==> config.mk <==
export PLATFORM = sky130hd
export DESIGN_NAME = timer_pwm_counter_restart
export DESIGN_NICKNAME = d
export VERILOG_FILES = /design/src/design/timer_pwm_pkg.sv /design/src/design/timer_prescaler.sv /design/src/design/timer_pwm_counter_restart.sv
export SDC_FILE = /design/constraint.sdc
export NUM_CORES = 1
export LEC_CHECK = 0
export BUFFER_PORTS_ARGS = -buffer_cell sky130_fd_sc_hd__buf_2
export CAP_MARGIN = 20
export CORE_MARGIN = 1.5
export CORE_UTILIZATION = 55
export CTS_BUF_LIST = sky130_fd_sc_hd__clkbuf_2
export CTS_CLUSTER_SIZE = 10
export DETAILED_ROUTE_END_ITERATION = 8
export PLACE_DENSITY_LB_ADDON = 0.1
export SETUP_SLACK_MARGIN = 0.3
export SLEW_MARGIN = 20
export SYNTH_ARGS = -nofsm -noshare
export SYNTH_HDL_FRONTEND = slang
export SYNTH_HIERARCHICAL = 1
export SYNTH_SLANG_ARGS = --single-unit
==> constraint.sdc <==
create_clock -name clk -period 3.5 [get_ports clk]
set_input_delay 0.7 -clock clk [delete_from_list [all_inputs] [get_ports clk]]
set_output_delay 0.7 -clock clk [all_outputs]
set_load 0.02 [all_outputs]
==> src/design/timer_pwm_pkg.sv <==
package timer_pwm_pkg;
  // ==========================================================
  // Register map (byte addresses)
  localparam logic [11:0] ADDR_CTRL = 12'h000;
  localparam logic [11:0] ADDR_COUNT = 12'h004;
  localparam logic [11:0] ADDR_MODULO = 12'h008;
  localparam logic [11:0] ADDR_COMPARE = 12'h00c;
  localparam logic [11:0] ADDR_STATUS = 12'h010;
  // ==========================================================
  // Control and status register fields
  localparam int PRESCALE_LSB = 0;
  localparam int PRESCALE_W = 3;
  localparam int CLKSRC_LSB = 3;
  localparam int CLKSRC_W = 2;
  localparam int CENTER_BIT = 5;
  localparam int DIR_BIT = 0;
  // ==========================================================
  // Reset values
  localparam logic [15:0] COUNT_RESET = 16'h0000;
  localparam logic [15:0] MODULO_RESET = 16'hffff;
  localparam logic [15:0] COMPARE_RESET = 16'h0000;
  localparam logic [2:0] PRESCALE_RESET = 3'h0;
  localparam logic [6:0] DIVIDER_RESET = 7'h00;
  // ==========================================================
  // Clock-source select encodings
  typedef enum logic [1:0] {
    CLK_OFF = 2'h0,
    CLK_BUS = 2'h1,
    CLK_FIXED = 2'h2,
    CLK_EXT = 2'h3
  } clock_source_t;
  // Fixed-rate source is the bus clock divided by this count
  localparam int FIXED_DIV = 2;
  localparam logic [3:0] FIXED_DIV_LAST = 4'(FIXED_DIV - 1);
endpackage

==> src/design/timer_prescaler.sv <==
`timescale 1ns/1ns
`default_nettype none
module timer_prescaler (
  input wire logic clk,
  input wire logic rst,
  input wire logic srcTick,
  input wire logic [2:0] prescaleSelect,
  output logic countTick
);
  logic [6:0] divider_reg;
  logic [6:0] mask;

  always_comb begin
    mask = 7'((8'h01 << prescaleSelect) - 8'h01);
  end

  // Only reset clears the divider; prescale changes and counter clears leave it running on
  always_ff @(posedge clk) begin
    if (rst) begin
      divider_reg <= timer_pwm_pkg::DIVIDER_RESET;
    end else if (srcTick) begin
      divider_reg <= divider_reg + 7'h01;
    end
  end

  always_ff @(posedge clk) begin
    if (rst) begin
      countTick <= 1'b0;
    end else begin
      countTick <= srcTick && ((divider_reg & mask) == mask);
    end
  end
endmodule
`default_nettype wire

==> src/design/timer_pwm_counter_restart.sv <==
// What this block does
// - In edge-aligned mode a compare value going from zero to non-zero gives one extra 0% period first.
// - Writing the clock-source select to off stops all count clocks to the counter.
// - Writing a non-off clock source resumes counting on the selected prescaled clock.
// - Any write to the counter register clears the whole counter to zero regardless of data.
// - Prescale changes and counter clears leave the prescaler divider running from its old value.
// - In center-aligned mode the direction flag turns from up to down on the edge the count lands on the modulo.
// - Clearing the counter leaves the direction flag alone, so a stale down flag counts through 0xffff.
// - In center-aligned mode a negative compare value gives 0% duty.
`timescale 1ns/1ns
`default_nettype none
module timer_pwm_counter_restart (
  input wire logic clk,
  input wire logic rst,
  input wire logic psel,
  input wire logic penable,
  input wire logic pwrite,
  input wire logic [11:0] paddr,
  input wire logic [31:0] pwdata,
  input wire logic [3:0] pstrb,
  output logic [31:0] prdata,
  output logic pready,
  output logic pslverr,
  input wire logic extClk,
  output logic pwmOut
);
  // ==========================================================
  // Registers and wires
  logic [2:0] prescaleSelect_reg;
  logic [1:0] clockSourceSelect_reg;
  logic centerMode_reg;
  logic [15:0] count_reg;
  logic [15:0] count_next;
  logic [15:0] modulo_reg;
  logic [15:0] compareBuf_reg;
  logic [15:0] compareActive_reg;
  logic lateLoad_reg;
  logic countDown_reg;
  logic countDown_next;
  logic [3:0] fixedDiv_reg;
  logic fixedTick;
  logic extClkPrev_reg;
  logic srcTick;
  logic countTick;
  logic periodEnd;
  logic wrDone;
  logic addrOk;
  logic [31:0] readValue;
  localparam int PRESCALE_HI = timer_pwm_pkg::PRESCALE_LSB + timer_pwm_pkg::PRESCALE_W - 1;
  localparam int CS_HI = timer_pwm_pkg::CLKSRC_LSB + timer_pwm_pkg::CLKSRC_W - 1;

  // ==========================================================
  // APB slave: one wait state, write lands on the completing edge
  assign wrDone = psel && penable && pready && pwrite;

  always_comb begin
    addrOk = 1'b1;
    readValue = 32'h0000_0000;
    case (paddr)
      timer_pwm_pkg::ADDR_CTRL: begin
        readValue[PRESCALE_HI:timer_pwm_pkg::PRESCALE_LSB] = prescaleSelect_reg;
        readValue[CS_HI:timer_pwm_pkg::CLKSRC_LSB] = clockSourceSelect_reg;
        readValue[timer_pwm_pkg::CENTER_BIT] = centerMode_reg;
      end
      timer_pwm_pkg::ADDR_COUNT: readValue[15:0] = count_reg;
      timer_pwm_pkg::ADDR_MODULO: readValue[15:0] = modulo_reg;
      timer_pwm_pkg::ADDR_COMPARE: readValue[15:0] = compareBuf_reg;
      timer_pwm_pkg::ADDR_STATUS: readValue[timer_pwm_pkg::DIR_BIT] = countDown_reg;
      default: addrOk = 1'b0;
    endcase
  end

  always_ff @(posedge clk) begin
    if (rst) begin
      pready <= 1'b0;
      pslverr <= 1'b0;
      prdata <= 32'h0000_0000;
    end else if (psel && penable && !pready) begin
      pready <= 1'b1;
      pslverr <= !addrOk;
      prdata <= pwrite ? 32'h0000_0000 : readValue;
    end else begin
      pready <= 1'b0;
      pslverr <= 1'b0;
    end
  end

  // ==========================================================
  // Control, modulo and compare buffer
  always_ff @(posedge clk) begin
    if (rst) begin
      prescaleSelect_reg <= timer_pwm_pkg::PRESCALE_RESET;
      clockSourceSelect_reg <= timer_pwm_pkg::CLK_OFF;
      centerMode_reg <= 1'b0;
    end else if (wrDone && !pslverr && paddr == timer_pwm_pkg::ADDR_CTRL && pstrb[0]) begin
      prescaleSelect_reg <= pwdata[PRESCALE_HI:timer_pwm_pkg::PRESCALE_LSB];
      clockSourceSelect_reg <= pwdata[CS_HI:timer_pwm_pkg::CLKSRC_LSB];
      centerMode_reg <= pwdata[timer_pwm_pkg::CENTER_BIT];
    end
  end

  always_ff @(posedge clk) begin
    if (rst) begin
      modulo_reg <= timer_pwm_pkg::MODULO_RESET;
    end else if (wrDone && paddr == timer_pwm_pkg::ADDR_MODULO) begin
      if (pstrb[0]) begin
        modulo_reg[7:0] <= pwdata[7:0];
      end
      if (pstrb[1]) begin
        modulo_reg[15:8] <= pwdata[15:8];
      end
    end
  end

  always_ff @(posedge clk) begin
    if (rst) begin
      compareBuf_reg <= timer_pwm_pkg::COMPARE_RESET;
    end else if (wrDone && paddr == timer_pwm_pkg::ADDR_COMPARE) begin
      if (pstrb[0]) begin
        compareBuf_reg[7:0] <= pwdata[7:0];
      end
      if (pstrb[1]) begin
        compareBuf_reg[15:8] <= pwdata[15:8];
      end
    end
  end

  // ==========================================================
  // Count-clock sources; nothing reaches the prescaler while off
  always_ff @(posedge clk) begin
    if (rst) begin
      fixedDiv_reg <= 4'h0;
    end else if (fixedDiv_reg == timer_pwm_pkg::FIXED_DIV_LAST) begin
      fixedDiv_reg <= 4'h0;
    end else begin
      fixedDiv_reg <= fixedDiv_reg + 4'h1;
    end
  end

  assign fixedTick = (fixedDiv_reg == timer_pwm_pkg::FIXED_DIV_LAST);

  always_ff @(posedge clk) begin
    if (rst) begin
      extClkPrev_reg <= 1'b0;
    end else begin
      extClkPrev_reg <= extClk;
    end
  end

  always_comb begin
    case (clockSourceSelect_reg)
      timer_pwm_pkg::CLK_OFF: srcTick = 1'b0;
      timer_pwm_pkg::CLK_BUS: srcTick = 1'b1;
      timer_pwm_pkg::CLK_FIXED: srcTick = fixedTick;
      timer_pwm_pkg::CLK_EXT: srcTick = extClk && !extClkPrev_reg;
      default: srcTick = 1'b0;
    endcase
  end

  timer_prescaler prescaler (
    .clk(clk),
    .rst(rst),
    .srcTick(srcTick),
    .prescaleSelect(prescaleSelect_reg),
    .countTick(countTick)
  );

  // ==========================================================
  // Counter and direction
  // Direction flag follows the value the count lands on, so a stopped
  // count at the modulo already carries the down flag into a restart.
  always_comb begin
    count_next = count_reg;
    countDown_next = countDown_reg;
    if (!centerMode_reg) begin
      count_next = (count_reg == modulo_reg) ? 16'h0000 : count_reg + 16'h0001;
      countDown_next = 1'b0;
    end else begin
      count_next = countDown_reg ? count_reg - 16'h0001 : count_reg + 16'h0001;
      if (!countDown_reg && count_next == modulo_reg) begin
        countDown_next = 1'b1;
      end else if (countDown_reg && count_next == 16'h0000) begin
        countDown_next = 1'b0;
      end
    end
  end

  assign periodEnd = countTick && (count_next == 16'h0000);

  always_ff @(posedge clk) begin
    if (rst) begin
      count_reg <= timer_pwm_pkg::COUNT_RESET;
    end else if (wrDone && paddr == timer_pwm_pkg::ADDR_COUNT) begin
      count_reg <= timer_pwm_pkg::COUNT_RESET;
    end else if (countTick) begin
      count_reg <= count_next;
    end
  end

  // Counter clear leaves this flag untouched on purpose
  always_ff @(posedge clk) begin
    if (rst) begin
      countDown_reg <= 1'b0;
    end else if (countTick) begin
      countDown_reg <= countDown_next;
    end
  end

  // ==========================================================
  // Compare load at period start and PWM output
  always_ff @(posedge clk) begin
    if (rst) begin
      compareActive_reg <= timer_pwm_pkg::COMPARE_RESET;
      lateLoad_reg <= 1'b0;
    end else if (periodEnd) begin
      if (!centerMode_reg && compareActive_reg == 16'h0000 && compareBuf_reg != 16'h0000 && !lateLoad_reg) begin
        lateLoad_reg <= 1'b1;
      end else begin
        compareActive_reg <= compareBuf_reg;
        lateLoad_reg <= 1'b0;
      end
    end
  end

  always_ff @(posedge clk) begin
    if (rst) begin
      pwmOut <= 1'b0;
    end else if (centerMode_reg) begin
      pwmOut <= !compareActive_reg[15] && (count_reg < compareActive_reg);
    end else begin
      pwmOut <= count_reg < compareActive_reg;
    end
  end
endmodule
`default_nettype wire

==> results by stage <==
Routing:
- The number of vias in the routed layout is 6002.
- The number of DRC markers after the initial detailed-route iteration is roughly 630.
- The final layout contains routed wiring with a total length of about 18 mm.
- For this run, the detailed router's first-pass iteration total came to 9.
- The detailed-route vias per instance is 6.12.
- The detail route stage leaves a number of antenna-violating nets equal to 0.
- The remaining design rule violation count is 0.
- After detailed routing, the average wire length per cell comes to about 19 um.

Worst setup path:
- Data on the critical path arrives at its endpoint at 3.62 ns.
- The largest fanout of any net on the critical path is 17.
- In this design, the stage delay of the slowest critical-path cell is approximately 0.47 ns.
- The critical path's slowest cell is sky130_fd_sc_hd__or4_4.
- The launching element type of the critical path is a flop.
- The startpoint of the lowest-slack register-to-register path is count_reg[0]$_SDFFE_PP0P_.
- The signal on the critical path passes through buf_4 > or3_1 > or4_4 > o22ai_1 > xor2_1 > nor4_1 > a21o_1 > and3_1 > buf_12 > mux2i_1.
- For flop-to-flop paths, the worst setup slack is about 0.45 ns.
- The type of the setup path with the least slack is flop to flop.
- The worst endpoint required time is 4.07 ns.
- The endpoint identified for the worst register-to-register timing path is compareActive_reg[12]$_SDFFE_PP0P_.
- The element type at the critical path end is a flop.
- Measured in cells, the most critical reg-to-reg path has a length of 10.

Worst hold path:
- The tightest min-delay check is of the input port to flop type.
- The worst hold path was traced through 2 stages.
- The hold-critical path endpoint is modulo_reg[12]$_SDFFE_PP1P_.
- The startpoint identified for the worst hold timing path is pwdata[12].

Synth:
- The most used flip-flop cell after synthesis is sky130_fd_sc_hd__dfxtp_1.
- A synthesized cell averages between 8 and 9 um^2.
- The synthesized netlist contains 71 unique library cells.
- The number of synthesis warnings is 6.
- The instance count of the mapped netlist is 788.
- The number of synthesized register bits is 104.
- For this run, asynchronously set or reset flops after synthesis account for 0%.
- Counting flops with a built-in enable in the synthesized netlist gives 0.
- The synthesized netlist occupies a cell area of roughly 6600 um^2.
- Yosys attributes the largest share of cell area to sky130_fd_sc_hd__dfxtp_1 32%, sky130_fd_sc_hd__mux2i_1 7.9%, sky130_fd_sc_hd__xor2_1 5.1%, sky130_fd_sc_hd__nor2_1 4.4%, sky130_fd_sc_hd__ha_1 3.8%.
- The proportion of synthesized chip area in sequential cells is 31.7%.
- The cell type contributing the most total cell area after synthesis is sky130_fd_sc_hd__dfxtp_1.
- The fraction of post-synthesis cell area in the top cell type by area is 31.7%.

Die:
- The starting density of the core is 57.0%.
- The placeable core region is 11500 um^2.
- The floorplan die height is 112 um.
- The full die area is 12600 um^2.
- The floorplan has 39 rows.
- The floorplan step set the die width to 112 um.
- 89 I/O pins were placed.

STA:
- The fraction of the cycle the final worst path needs is 87.2%.
- The clock skew after layout is 0.0310 ns.
- Measured against its own limit, the worst slew margin works out to 51.7%.
- The total count of hold-check failures in the final report is 0.
- Static timing analysis puts the maximum clock frequency at 328 MHz.
- The final hold slack is 0.265 ns.
- The sum of negative setup slack is 0 ns.
- For the finished layout, the period the worst path requires is 3.05 ns.
- For the pin with the worst max-slew slack, the measured transition is 0.723 ns.
- The worst path meets setup with ~0.45 ns of slack.
- Setup violations remaining at the end of the flow were counted as 0.
- Setup repair after global routing left no endpoint under its margin.
- The number of max-slew violations in the final report was 0.

Global route:
- The global-route congestion overflow total is 0.
- The total routing usage reported by global routing is 29.3%.
- The first-pass GRT wire length is a little under 30 mm.
- Entering global routing, the biggest net connects 43 pins.
- The most heavily used metal layer in global routing is met2.
- Global routing consumed, on the met3 layer, between 5 and 6% of the routing resources.
- The met1 track demand over resource in global routing is 38.9%.
- The number of antenna violations at the first check in global routing is 0.
- For this run, global-route usage on met2 was measured as 47.8%.
- The via count of the first global-routing pass is roughly 5700.

Clock network:
- Counting along the longest clock path gives a buffer depth of 2.
- The clock tree from TritonCTS is done.
- The number of hold-repair buffers added at the cts stage is 0.
- The total clock sinks is 104.
- The number of clock buffers added by TritonCTS is 9.
- Clock latency on the worst-skew pair, taken at its later pin, is 0.64 ns.
- The clock edge transition at the registers on the reported setup and hold paths is ~0.3 ns.
- Clock tree synthesis selected as its root buffer the cell sky130_fd_sc_hd__clkbuf_2.
- In this run the number of H-tree levels came out at 3.

Cells and area:
- The most frequent standard cell in the layout excluding fill and tap cells is sky130_fd_sc_hd__dfxtp_1.
- From synthesis to final layout, the design area changed by 9.46%.
- For this run, the post-layout net count is 907.
- The antenna diode count is 0.
- Of the cells placed in the final design, the portion with a size suffix greater than 1 is ~16%.
- With fillers left out, the area of the finished cells amounts to 7180 um^2.
- Leaving out fill and tap cells, the most frequent cells in the layout are 100 x sky130_fd_sc_hd__dfxtp_1, 77 x sky130_fd_sc_hd__nor2_1, 54 x sky130_fd_sc_hd__buf_2.

Status:
- The flow ran to the end, and the final reports show no timing, DRC or antenna violations.

Pwr:
- The worst-case vdd ir drop is 0.000242 V.
- The total chip power is 1940 uW.
- Summed over all cells, the static leakage comes to ~0.0028 uW.
- Power spread over the standard cell area amounts to 270 nW/um^2.

Placement:
- The number of input and output port buffers inserted is 54.
- After detailed placement, the total cell area comes to 6970 um^2.
- At the end of routability-driven placement, the weighted congestion stood at 0.923.
- OpenSTA, run right after detailed placement, puts the worst setup slack at 0.332 ns.
- After legalization and detailed placement, the total HPWL measured 13.7 mm.

Run:
- The number of max-cap violations is 0.
-- where the power goes --
group / total [uW] / internal (uW) / switching, uW / leakage (uW)
Sequential: 1200 / 1200 / 4.56 / 0.000841
Clock: 635 / 183 / 453 / 0.0000768
Combinational: 103 / 35.2 / 68.2 / 0.00186
-- kinds of logic (layout without fill, tap and decap cells) --
family	Yosys count	after routing	share of synthesized area [%]
AO/OA/AOI/OAI	149	149	16.4
XOR/XNOR	59	59	7.99
adder cells (fa/ha/maj)	20	20	3.81
buffers and inverters	101	136	7.25
flip-flops	104	104	31.7
multiplexers	56	56	8.62
other	1	16	0.0572
AND/OR/NAND/NOR	298	298	24.2
-- worst max-delay path: cells and delay by family (launching register included) --
family                 cells  cell delay, ns
buffers and inverters      2            0.34
AO/OA/AOI/OAI              2            0.38
AND/OR/NAND/NOR            4            1.46
XOR/XNOR                   1            0.17
multiplexers               1            0.20
flip-flops                 1            0.44
-- through the flow --
| stage | cells | utilization, % |
|---|---|---|
| 2_1_floorplan | 803 | - |
| 3_3_place_gp | 962 | 60.6 |
| 3_5_place_dp | 962 | 60.6 |
| 4_1_cts | 978 | 61.8 |
| 5_1_grt | 981 | 62.4 |
| 6_report | 981 | 62.4 |
-- timing repair --
| action | CTS | global route |
|---|---|---|
| gates resized for setup | 3 | 11 |
| endpoints found under the setup margin | 15 | 18 |
| setup buffers | 0 | 3 |
| pin swaps | 0 | 2 |
-- how the worst max path moves through the flow --
stage	startpoint	to	slack (ns)
after floorplan	count_reg[1]$_SDFFE_PP0P_	compareActive_reg[10]$_SDFFE_PP0P_	0.50
after global placement	count_reg[1]$_SDFFE_PP0P_	compareActive_reg[13]$_SDFFE_PP0P_	0.40
after detailed placement	count_reg[1]$_SDFFE_PP0P_	compareActive_reg[3]$_SDFFE_PP0P_	0.33
after CTS	count_reg[0]$_SDFFE_PP0P_	compareActive_reg[12]$_SDFFE_PP0P_	0.32
after global routing	count_reg[0]$_SDFFE_PP0P_	compareActive_reg[12]$_SDFFE_PP0P_	0.30
final	count_reg[0]$_SDFFE_PP0P_	compareActive_reg[12]$_SDFFE_PP0P_	0.45
-- layer usage --
metal / part of all wire (%) / up-vias / wire length [um]
li1: - / 2870 / -
met1: 45 / 2850 / 8120
met2: 46 / 244 / 8340
met3: 6.9 / 38 / 1260
met4: 2.8 / 0 / 517
met5: 0 / - / 0
-- final cells by class --
type	instances	area (um^2)
flip-flops and latches	104	2090
clock inverters	7	88.8
inverters	27	101
clock buffers	9	45.0
fillers	1017	4340
multi-input cells	598	4100
well taps	143	179
repair buffers	93	576
-- cells in the mapped netlist, types with 23 or more instances --
cell and instances:
sky130_fd_sc_hd__dfxtp_1 104, sky130_fd_sc_hd__nor2_1 77, sky130_fd_sc_hd__mux2i_1 52, sky130_fd_sc_hd__nand2_1 44, sky130_fd_sc_hd__clkbuf_1 43, sky130_fd_sc_hd__nand2b_1 38, sky130_fd_sc_hd__xor2_1 38, sky130_fd_sc_hd__a21oi_1 27
sky130_fd_sc_hd__inv_1 26, sky130_fd_sc_hd__o21ai_0 26, sky130_fd_sc_hd__nor4_1 23
Note: power is estimated with default switching activity, not from simulation.
